`src/design/rse_pkg.sv`:
```
// Package with encodings, widths and reset values of the rotate/sleep unit.
package rse_pkg;
    // Instruction word width and operand widths.
    localparam int RSE_IW = 14;
    localparam int RSE_DW = 8;
    localparam int RSE_AW = 7;
    // Opcode field positions and values for the rotates.
    localparam int RSE_OPC_HI = 13;
    localparam int RSE_OPC_LO = 8;
    localparam int RSE_DEST_BIT = 7;
    localparam logic [5:0] RSE_OPC_ROT_LEFT = 6'h0D;
    localparam logic [5:0] RSE_OPC_ROT_RIGHT = 6'h0C;
    // The whole sleep word.
    localparam logic [13:0] RSE_SLEEP_WORD = 14'h0063;
    // Reset values of the state kept here.
    localparam logic [7:0] RSE_ACC_RESET = 8'h00;
    localparam logic RSE_CARRY_RESET = 1'b0;
    localparam logic RSE_EXPIRY_RESET = 1'b1;
    localparam logic RSE_SLEPT_RESET = 1'b1;
    localparam logic [7:0] RSE_WDOG_RESET = 8'h00;
    localparam logic [7:0] RSE_PRESC_RESET = 8'h00;
    // Kinds of decoded operation.
    typedef enum logic [1:0] {
        RSE_OP_NONE,
        RSE_OP_ROT_LEFT,
        RSE_OP_ROT_RIGHT,
        RSE_OP_SLEEP
    } rse_op_t;
endpackage

```
`src/design/rse_decode.sv`:
```
// Combinational decoder that classifies one instruction word.
`timescale 1ns/1ps
module rse_decode
    import rse_pkg::*;
(
    input wire logic [13:0] i_word,
    output rse_op_t o_op
);
    // Compare the opcode field, or the whole word for sleep.
    always_comb begin
        if (i_word[RSE_OPC_HI:RSE_OPC_LO] == RSE_OPC_ROT_LEFT) begin
            o_op = RSE_OP_ROT_LEFT;
        end else if (i_word[RSE_OPC_HI:RSE_OPC_LO] == RSE_OPC_ROT_RIGHT) begin
            o_op = RSE_OP_ROT_RIGHT;
        end else if (i_word == RSE_SLEEP_WORD) begin
            o_op = RSE_OP_SLEEP;
        end else begin
            // Any other word belongs to logic outside this block.
            o_op = RSE_OP_NONE;
        end
    end
endmodule

```
`src/design/rse_exec.sv`:
```
// Execution unit for the rotate-through-carry and sleep instructions.
//
// What this block does
// - Rotate left: carry into bit0, bit7 out.
// - Destination bit 0 to accumulator, 1 register.
// - Sleep clears the sleep-entered flag.
// - Sleep sets the expiry flag.
// - Sleep loads the watchdog counter with zero.
// - Sleep restarts the watchdog prescaler from zero.
// - After sleep, enter sleep, oscillator halted.
// - Sleep leaves carry, digit-carry, zero untouched.
`timescale 1ns/1ps
module rse_exec
    import rse_pkg::*;
(
    input wire logic i_clock,
    input wire logic i_resetn,
    input wire logic i_valid,
    input wire logic [13:0] i_word,
    input wire logic [7:0] i_reg_data,
    input wire logic i_wake,
    input wire logic i_wdog_tick,
    input wire logic i_presc_tick,
    output logic [7:0] o_acc,
    output logic o_carry,
    output logic o_reg_we,
    output logic [6:0] o_reg_addr,
    output logic [7:0] o_reg_wdata,
    output logic o_expiry_flag,
    output logic o_sleep_entered_flag,
    output logic [7:0] o_watchdog_counter,
    output logic [7:0] o_presc,
    output logic o_asleep,
    output logic o_osc_run
);
    // Operation of the word presented this cycle.
    rse_op_t op;
    // Result of a rotate, with the carry that falls out.
    logic [7:0] rot_result;
    logic rot_carry;
    // Next values of every register but o_osc_run, which follows next_asleep.
    logic [7:0] next_acc;
    logic next_carry;
    logic next_reg_we;
    logic [6:0] next_reg_addr;
    logic [7:0] next_reg_wdata;
    logic next_expiry;
    logic next_slept;
    logic [7:0] next_wdog;
    logic [7:0] next_presc;
    logic next_asleep;

    // The decoder is kept separate so that the rest of the core can reuse it.
    rse_decode rse_decode_inst (
        .i_word(i_word),
        .o_op(op)
    );

    // Rotate datapath; both directions pass through the carry flag.
    always_comb begin
        rot_result = i_reg_data;
        rot_carry = o_carry;
        case (op)
            RSE_OP_ROT_LEFT: begin
                rot_result = {i_reg_data[6:0], o_carry};
                rot_carry = i_reg_data[7];
            end
            RSE_OP_ROT_RIGHT: begin
                rot_result = {o_carry, i_reg_data[7:1]};
                rot_carry = i_reg_data[0];
            end
            default: begin
                rot_result = i_reg_data;
                rot_carry = o_carry;
            end
        endcase
    end

    // Next-state logic. While asleep, instructions are not executed since the
    // oscillator is stopped; only a wake request or a reset brings the core back.
    always_comb begin
        next_acc = o_acc;
        next_carry = o_carry;
        next_reg_we = 1'b0;
        next_reg_addr = o_reg_addr;
        next_reg_wdata = o_reg_wdata;
        next_expiry = o_expiry_flag;
        next_slept = o_sleep_entered_flag;
        next_wdog = o_watchdog_counter;
        next_presc = o_presc;
        next_asleep = o_asleep;
        if (o_asleep) begin
            // Wake-up policy lives outside; we only leave the sleep state.
            if (i_wake) begin
                next_asleep = 1'b0;
            end
        end else begin
            // Watchdog counts only while the oscillator runs here.
            if (i_presc_tick) begin
                next_presc = o_presc + 8'h01;
            end
            if (i_wdog_tick) begin
                next_wdog = o_watchdog_counter + 8'h01;
            end
            if (i_valid) begin
                case (op)
                    RSE_OP_ROT_LEFT, RSE_OP_ROT_RIGHT: begin
                        next_carry = rot_carry;
                        if (i_word[RSE_DEST_BIT]) begin
                            // Write back into the addressed register.
                            next_reg_we = 1'b1;
                            next_reg_addr = i_word[RSE_AW-1:0];
                            next_reg_wdata = rot_result;
                        end else begin
                            next_acc = rot_result;
                        end
                    end
                    RSE_OP_SLEEP: begin
                        // Carry is not touched here; other flags live
                        // outside and receive no write strobe.
                        next_slept = 1'b0;
                        next_expiry = 1'b1;
                        next_wdog = 8'h00;
                        next_presc = 8'h00;
                        next_asleep = 1'b1;
                    end
                    default: begin
                        // Not an instruction for this unit.
                        next_reg_we = 1'b0;
                    end
                endcase
            end
        end
    end

    // Register stage; all outputs come straight from these flops.
    always_ff @(posedge i_clock) begin
        if (!i_resetn) begin
            o_acc <= RSE_ACC_RESET;
            o_carry <= RSE_CARRY_RESET;
            o_reg_we <= 1'b0;
            o_reg_addr <= 7'h00;
            o_reg_wdata <= 8'h00;
            o_expiry_flag <= RSE_EXPIRY_RESET;
            o_sleep_entered_flag <= RSE_SLEPT_RESET;
            o_watchdog_counter <= RSE_WDOG_RESET;
            o_presc <= RSE_PRESC_RESET;
            o_asleep <= 1'b0;
            o_osc_run <= 1'b1;
        end else begin
            o_acc <= next_acc;
            o_carry <= next_carry;
            o_reg_we <= next_reg_we;
            o_reg_addr <= next_reg_addr;
            o_reg_wdata <= next_reg_wdata;
            o_expiry_flag <= next_expiry;
            o_sleep_entered_flag <= next_slept;
            o_watchdog_counter <= next_wdog;
            o_presc <= next_presc;
            o_asleep <= next_asleep;
            o_osc_run <= !next_asleep;
        end
    end

    // Checks next to the logic.
    AST_ROL_ACC: assert property (@(posedge i_clock)
        disable iff (!i_resetn)
        (i_valid && !o_asleep && op == RSE_OP_ROT_LEFT && !i_word[7])
        |=> o_acc == {$past(i_reg_data[6:0]), $past(o_carry)})
        else $error("rotate left result wrong");
    AST_ROL_C: assert property (@(posedge i_clock)
        disable iff (!i_resetn)
        (i_valid && !o_asleep && op == RSE_OP_ROT_LEFT)
        |=> o_carry == $past(i_reg_data[7]))
        else $error("rotate left carry wrong");
    AST_ROR: assert property (@(posedge i_clock)
        disable iff (!i_resetn)
        (i_valid && !o_asleep && op == RSE_OP_ROT_RIGHT && i_word[7])
        |=> o_reg_we && o_reg_wdata == {$past(o_carry),
        $past(i_reg_data[7:1])} && o_carry == $past(i_reg_data[0]))
        else $error("rotate right result wrong");
    // A rotate right aimed at the accumulator must not touch the register.
    AST_ROR_ACC: assert property (@(posedge i_clock)
        disable iff (!i_resetn)
        (i_valid && !o_asleep && op == RSE_OP_ROT_RIGHT && !i_word[7])
        |=> !o_reg_we && o_acc == {$past(o_carry), $past(i_reg_data[7:1])})
        else $error("rotate right to accumulator wrong");
    AST_DEST: assert property (@(posedge i_clock)
        disable iff (!i_resetn)
        (i_valid && !o_asleep && op == RSE_OP_ROT_LEFT && !i_word[7])
        |=> !o_reg_we)
        else $error("rotate to accumulator wrote register");
    AST_SLEEP_FLAGS: assert property (@(posedge i_clock)
        disable iff (!i_resetn)
        (i_valid && !o_asleep && op == RSE_OP_SLEEP)
        |=> !o_sleep_entered_flag && o_expiry_flag)
        else $error("sleep flags wrong");
    AST_SLEEP_TO: assert property (@(posedge i_clock)
        disable iff (!i_resetn)
        (i_valid && !o_asleep && op == RSE_OP_SLEEP)
        |=> o_expiry_flag)
        else $error("expiry flag not set");
    AST_SLEEP_WDOG: assert property (@(posedge i_clock)
        disable iff (!i_resetn)
        (i_valid && !o_asleep && op == RSE_OP_SLEEP)
        |=> o_watchdog_counter == 8'h00)
        else $error("watchdog not cleared");
    AST_SLEEP_PRESC: assert property (@(posedge i_clock)
        disable iff (!i_resetn)
        (i_valid && !o_asleep && op == RSE_OP_SLEEP)
        |=> o_presc == 8'h00)
        else $error("prescaler not cleared");
    // A wake level seen in the first sleeping cycle may end sleep at once,
    // so the second cycle only has to stay halted when no wake came.
    AST_SLEEP_OSC: assert property (@(posedge i_clock)
        disable iff (!i_resetn)
        (i_valid && !o_asleep && op == RSE_OP_SLEEP && !i_wake)
        |=> o_asleep && !o_osc_run ##1 ($past(i_wake) || !o_osc_run))
        else $error("oscillator not halted");
    // While asleep without a wake, acc and carry may not move and no register is written.
    AST_ASLEEP_HOLD: assert property (@(posedge i_clock)
        disable iff (!i_resetn)
        (o_asleep && !i_wake)
        |=> o_asleep && $stable(o_acc) && $stable(o_carry) && !o_reg_we)
        else $error("state moved while asleep");
    AST_SLEEP_C: assert property (@(posedge i_clock)
        disable iff (!i_resetn)
        (i_valid && !o_asleep && op == RSE_OP_SLEEP)
        |=> $stable(o_carry) && $stable(o_acc) && !o_reg_we)
        else $error("sleep changed carry");
endmodule

```
`config.mk`:
```
export PLATFORM = sky130hd
export DESIGN_NAME = rse_exec
export DESIGN_NICKNAME = d
export VERILOG_FILES = /design/src/design/rse_pkg.sv /design/src/design/rse_decode.sv /design/src/design/rse_exec.sv
export SDC_FILE = /design/constraint.sdc
export NUM_CORES = 1
export LEC_CHECK = 0
export BUFFER_PORTS_ARGS = -buffer_cell sky130_fd_sc_hd__buf_2
export CAP_MARGIN = 20
export CORE_MARGIN = 5
export CORE_UTILIZATION = 30
export CTS_CLUSTER_SIZE = 8
export DETAILED_ROUTE_END_ITERATION = 16
export GPL_ROUTABILITY_DRIVEN = 0
export PLACE_DENSITY = 0.63
export SLEW_MARGIN = 20
export SYNTH_ARGS = -nofsm -noshare
export SYNTH_HDL_FRONTEND = slang
export SYNTH_SLANG_ARGS = --single-unit
export TNS_END_PERCENT = 30
```
`constraint.sdc`:
```
create_clock -name i_clock -period 6.5 [get_ports i_clock]
set_input_delay 0.975 -clock i_clock [delete_from_list [all_inputs] [get_ports i_clock]]
set_output_delay 0.975 -clock i_clock [all_outputs]
set_load 0.05 [all_outputs]
```
## Yosys cells after proc, flatten, opt, wreduce, memory -nomap -nowiden

Index checks and enable logic that the tools add are counted.

| storage, ports and cells | value |
|---|---|
| register bits after elaboration | 44 |
| latch bits | 0 |
| RAM bits | 0 |
| ROM bits | 0 |
| output and inout port bits | 45 |
| word-level logic and storage cells | 47 |
| memories kept | 0 |

| operators by class | value |
|---|---|
| add/subtract/negate cells | 2 |
| $mul | 0 |
| divide/modulo/power cells | 0 |
| order comparisons | 0 |
| equality and inequality tests | 6 |
| shifts and indexed selects | 0 |
| muxes and demuxes | 16 |
| bitwise gates (word level) | 5 |
| reductions and logical operators | 8 |

Operators by type and width:

| kind | number |
|---|---|
| $mux 8 | 6 |
| $add 8x1->8 const B | 2 |
| $pmux 8 s2 | 1 |
| $eq 14x7->1 const B | 1 |
| $eq 6x4->1 const B | 2 |
| $reduce_and 4->1 | 3 |
| $mux 2 | 3 |
| $mux 1 | 5 |
| $not 1->1 | 5 |
| $eq 2x2->1 const B | 2 |
| $reduce_or 4->1 | 1 |
| $reduce_and 3->1 | 1 |
| $eq 2x1->1 const B | 1 |
| $pmux 1 s2 | 1 |
| $reduce_bool 2->1 | 1 |
| $reduce_or 2->1 | 1 |
| $logic_not 1->1 | 1 |

## Depth between registers and ports, before layout

| depth | value |
|---|---|
| depth after elaboration | 9 |
| gate-level depth with buffers | 10 |
| depth with buffers taken out | 7 |

## By module

A second synthesis with hierarchy kept.

| second synthesis, totals | value |
|---|---|
| cell total of the unflattened synthesis | 220 |
| area, all modules | 1999.4 µm² |

By module, submodules not included:

| module | instances | cells an instance | area an instance (µm²) | sequential area each (µm²) |
|---|---|---|---|---|
| rse_exec | 1 | 210 | 1920.6 | 880.8 |
| rse_decode | 1 | 10 | 78.8 | 0.0 |

## Least setup slack after synthesis

No wires, ideal clock.

| timing path | value |
|---|---|
| kind | input to register |
| start point | input i_word[8] |
| end point | register o_reg_wdata[0] |
| library setup time | 0.116 ns |
| arrival | 2.743 ns |
| path slack | 3.640 ns |
| stages | 8 |
| cell sequence | or4_1 -> a21oi_1 -> ha_1 -> buf_2 -> and4b_1 -> buf_2 -> buf_2 -> o211a_1 |

| between the ends | value |
|---|---|
| word-level cells in the longest chain between the ends | 7 |
| elaborated cells between the ends (all ways) | 11 |

RTL lines:

| what | line | RTL |
|---|---|---|
| start, declared | rse_exec.sv:19 | `input wire logic [13:0] i_word,` |
| $eq 14x7->1 | rse_decode.sv:15 | `end else if (i_word == RSE_SLEEP_WORD) begin` |
| $mux 2 | rse_decode.sv:15 |  |
| $mux 2 | rse_decode.sv:13 | `end else if (i_word[RSE_OPC_HI:RSE_OPC_LO] == RSE_OPC_ROT_RIGHT) begin` |
| $mux 2 * | rse_decode.sv:11 | `if (i_word[RSE_OPC_HI:RSE_OPC_LO] == RSE_OPC_ROT_LEFT) begin` |
| $eq 2x1->1 / $eq 2x2->1 (equally long branches) | rse_exec.sv:63, rse_exec.sv:106 |  |
| $reduce_or 2->1 | rse_exec.sv:106 | `case (op)` |
| $reduce_and 4->1 (no source line) | n/a |  |
| end signal, assigned | rse_exec.sv:155 | `o_reg_wdata <= next_reg_wdata;` |
| end, declared | rse_exec.sv:28 | `output logic [7:0] o_reg_wdata,` |

Mark *: on every way between the ends. The rest lies on a longest branch, timed or not.
A chain may end at the register's enable or synchronous reset.

## Worst setup path after layout

| timing path | value |
|---|---|
| start point | input i_word[7] |
| end point | register o_reg_wdata[0] |

| between the ends | value |
|---|---|
| word-level cells in the longest chain between the ends | 7 |
| elaborated cells between the ends (all ways) | 9 |

RTL lines:

| what | line |
|---|---|
| $eq 14x7->1 | rse_decode.sv:15 |
| $mux 2 | rse_decode.sv:15 |
| $mux 2 | rse_decode.sv:13 |
| $mux 2 | rse_decode.sv:11 |
| $eq 2x1->1 / $eq 2x2->1 (equally long branches) | rse_exec.sv:63, rse_exec.sv:106 |
| $reduce_or 2->1 | rse_exec.sv:106 |
| $reduce_and 4->1 (no source line) | n/a |

Parallel ways exist; a longest one is shown, timed or not.

==> results.txt <==
- The flow ran to the end, and the final reports show no timing, DRC or antenna violations.
* Setup_tns: 0 ps
- Buffers inserted to repair hold after CTS numbered 0.
- In this run the static leakage power is 1.22 nW.
- Setup violations remaining at the end of the flow were counted as 0.
- Based on the critical path, the design can be clocked at up to approximately 300 MHz.
- For this configuration, the core starts out at a cell density of 0.305.
- The worst setup path is launched from a primary input.
* Cell area after layout: about 2500 um2
- For this design the ratio of total power to cell area is 210 nW/um2.
* Worst Setup Slack, final: 3220 ps
- Clock transition at path regs: 80 ps
- Clock Skew: between 3 and 4 ps
- Detailed placement ended at an HPWL of between 3000 and 4000 um.
- The completed layout was analyzed and its total power is approximately 0.00053 W.
- Post-cts resize count: 0
* Slew headroom: 0.477
- In the synthesized netlist, the number of instances is between 200 and 250.
- In the synthesized netlist the dominant register cell turns out to be dfxtp_1.
- Worst slew pin tran: 784 ps
- Measured on the finished design, the core utilization comes to 0.379.
- Clock buffers created by TritonCTS: 5
* Initial antenna violation count: 0
- TritonCTS built the clock tree.
* Mapped Nets: 255
- Setup repair after global routing left no endpoint under its margin.
- The Yosys step of the flow raised 0 warnings.
* Crit-path leading delay family: simple AND/OR/NAND/NOR gates
- Startpoint of the most critical setup path: i_word[7]
- By startpoint and endpoint, the worst setup path is classified as in -> reg.
- Leading cell type in the layout, fill and taps excluded: buf_2
- Counting instances, the worst hold path has a depth of 2.
- Final antenna-violating net count: 0
* Global-route wire length before repair: 8050 um
* Detailed route wirelength on metal2: between 2000 and 2500 um
- Summed over all nets, wire length on met3 after detailed routing comes to 304 um.
- Crit path depth: 8
* Layout cell share with drive strength beyond 1: 0.294
- The first detailed-routing pass ran for 6 iterations.
- IR analysis of the VDD net gives a maximum drop of just under 0.07 mV.
- Worst setup slack before clock tree synthesis: 2890 ps
* Mean post-synth cell area: 9.23 um2
- Final layout net count: about 320
* Max Fanout on Critical Path: 24
* Maximum single-stage delay on the critical path: 810 ps
* Period utilization: 0.505
- Height of the chip: ~90 um
* Count of buffers added by post-CTS timing repair for setup: 0
* Maximum capacitance violations: 0
* Met1 wire length: roughly 2200 um
- Maximum number of pins on one net before global-route repair: 25
* Share of power burned in the clock network: 0.384
- Seq/Total Area, Yosys: 0.430
* Max-slew violation total from the final report: 0
- Synth async-reset ratio: 0
- Clock latency on the worst-skew pair: 290 ps
* Internal power component: 0.000404 W
- Number of DRC violations after detailed-routing iteration 0: 43
* Cell chosen for the clock root: clkbuf_8
* Critical Path, Cell by Cell: buf_2, nor4b_1, nand3_1, a21oi_1, ha_1, and4b_1, nand2_1, o211a_1
* Flip-flop and latch count after synthesis: 44
- After detailed routing, the number of remaining DRC violations is 0.
* Worst Reg2Reg Path Length in Cells: 3
- Data arrival time of the critical path: 3470 ps
- Required time reported for the critical path endpoint: around 6700 ps
- Counting the fill cells in the layout gives 682.
- Routed vias/inst: 5.02
- The highest metal layer carrying signal wires in the routed design is met4.
* Final hold violations: 0
- Maximum clock path buffer count: 2
* Clock period minus final worst setup slack: 3280 ps
- The share of total power dissipated in combinational logic is 0.097.
- For this block, the via count after detailed routing is 1,852.
- Count of buffer and inverter cells on the critical path: 1
* Share of Yosys cell area claimed by the top area cell type: 0.430
- Total wire length: 4980 um
* Sum of overflow across all layers after global routing: 0
- Vias in the first global route: 1,801
- After synthesis the cells add up to around 2000 um2.
* Most used cells in the layout excluding fill and tap cells: buf_2, dfxtp_1, nand2_1, a21oi_1, nor2_1
- The analysis attributes to net switching a power of 0.000131 W.
- The startpoint identified for the worst hold timing path is o_sleep_entered_flag.
- Standard cell with the maximum stage delay on the critical path: and4b_1
- The floorplan has 30 rows.
- Of the total power, the share spent switching nets is 0.244.
- In this run the horizontal extent of the chip is approximately 93 um.
* IO Count: 73
- Ranked by total cell area, the synthesized netlist is headed by dfxtp_1, nand2_1, a21oi_1.
* Critical Path End Type: flip-flop
- Core region area: 6720 um2
- The min-delay analysis places its worst path in the category reg -> reg.
- Ant. Diodes: 0
- Wire length per cell after detailed routing: 13.5 um
- Total number of clock tree sinks: 44
- The H-tree generated during clock tree synthesis spans 2 levels.
- The share of total power dissipated in sequential elements is 0.519.
* Number of flops mapped to enable cells by yosys: 0
- Number of buffers added on ports: 71
* Area Overhead vs Synth: 24.4%
- The placed instances occupy a cell area of 2440 um2.
- Counting distinct cell types in the post-synthesis netlist gives 43.
- Die Area: around 8600 um2
- The startpoint identified for the worst register-to-register timing path is o_asleep.
- Cell type with the highest aggregate area in the netlist: dfxtp_1
- In the global route stage, overall resource usage came out at 0.115.
## synth_stat cells, types with 2 or more instances
master     n
mux2i_1    3
nor2b_1    2
nor4_1     2
a21boi_1   7
and2_1     2
o211a_1    8
nand2_1   30
a21o_1     2
ha_1       5
or4_1      6
xor2_1     3
nand3b_1   4
a22o_1     8
nand4b_4   2
a22oi_1    8
nor2_1    15
o21ai_0    5
inv_1      4
dfxtp_1   44
a21oi_1   19
or3_1      4
buf_2      5
o31ai_1    5
nand3_1    6
clkbuf_1   5
## state kept, by name (all words and copies together) (netlist names)
register and count:
o_acc 8, o_reg_addr 7, o_osc_run 1, o_watchdog_counter 8
o_asleep 1, o_reg_we 1, o_presc 8, o_sleep_entered_flag 1
o_carry 1, o_reg_wdata 8
## cell type report
class,count,area [um2],area share
multi-input cells,162,1090,0.428
flip-flops and latches,44,881,0.346
repair buffers,71,355,0.139
well taps,80,100,0.0393
clock buffers,6,72.6,0.0285
clock inverters,2,35.0,0.0137
inverters,4,15.0,0.00589
## power groups by stage
stage               Sequential [W]  Combinational, W  Clock (W)
floorplan                 0.000296         0.0000201          0
global placement          0.000284         0.0000518          0
detailed placement        0.000284         0.0000521          0
CTS                       0.000277         0.0000523   0.000214
global route              0.000278         0.0000565   0.000224
finish                    0.000277         0.0000520   0.000205
## path summary, 6_finish.rpt
| kind | to | slack (ps) |
|---|---|---|
| worst max-delay path | o_reg_wdata[0] | 3220 |
| worst min-delay path | o_sleep_entered_flag | 450 |
| worst min register to register | o_sleep_entered_flag | 450 |
| worst max register to register | o_reg_wdata[0] | 4850 |
## routing by layer
layer  global-route usage  up-vias
met5                    0        -
met4               0.0342        0
met3               0.0366        9
met2                0.204       60
met1                0.131      839
li1                     -      944
## metrics by stage
stage          hold slack (ps)  cells
2_1_floorplan              659    222
3_3_place_gp               439    361
3_5_place_dp               439    361
4_1_cts                    453    369
5_1_grt                    468    369
6_report                   447    369
## logic make-up after synthesis
group           count (synthesis)  synth area share
simple gates                   85             0.246
compound gates                 63             0.216
flops                          44             0.430
buf+inv                        16            0.0379
fa+ha+maj                       5            0.0305
xor+xnor                        4            0.0171
mux                             4            0.0202
other cells                     1           0.00183
## worst min-delay path, delay by kind of cell (launching register included)
family / cells / cell delay, ps
DFF: 1 / 320
and+or+nand+nor: 2 / 90
No activity file was read; power rests on OpenSTA's default activity.
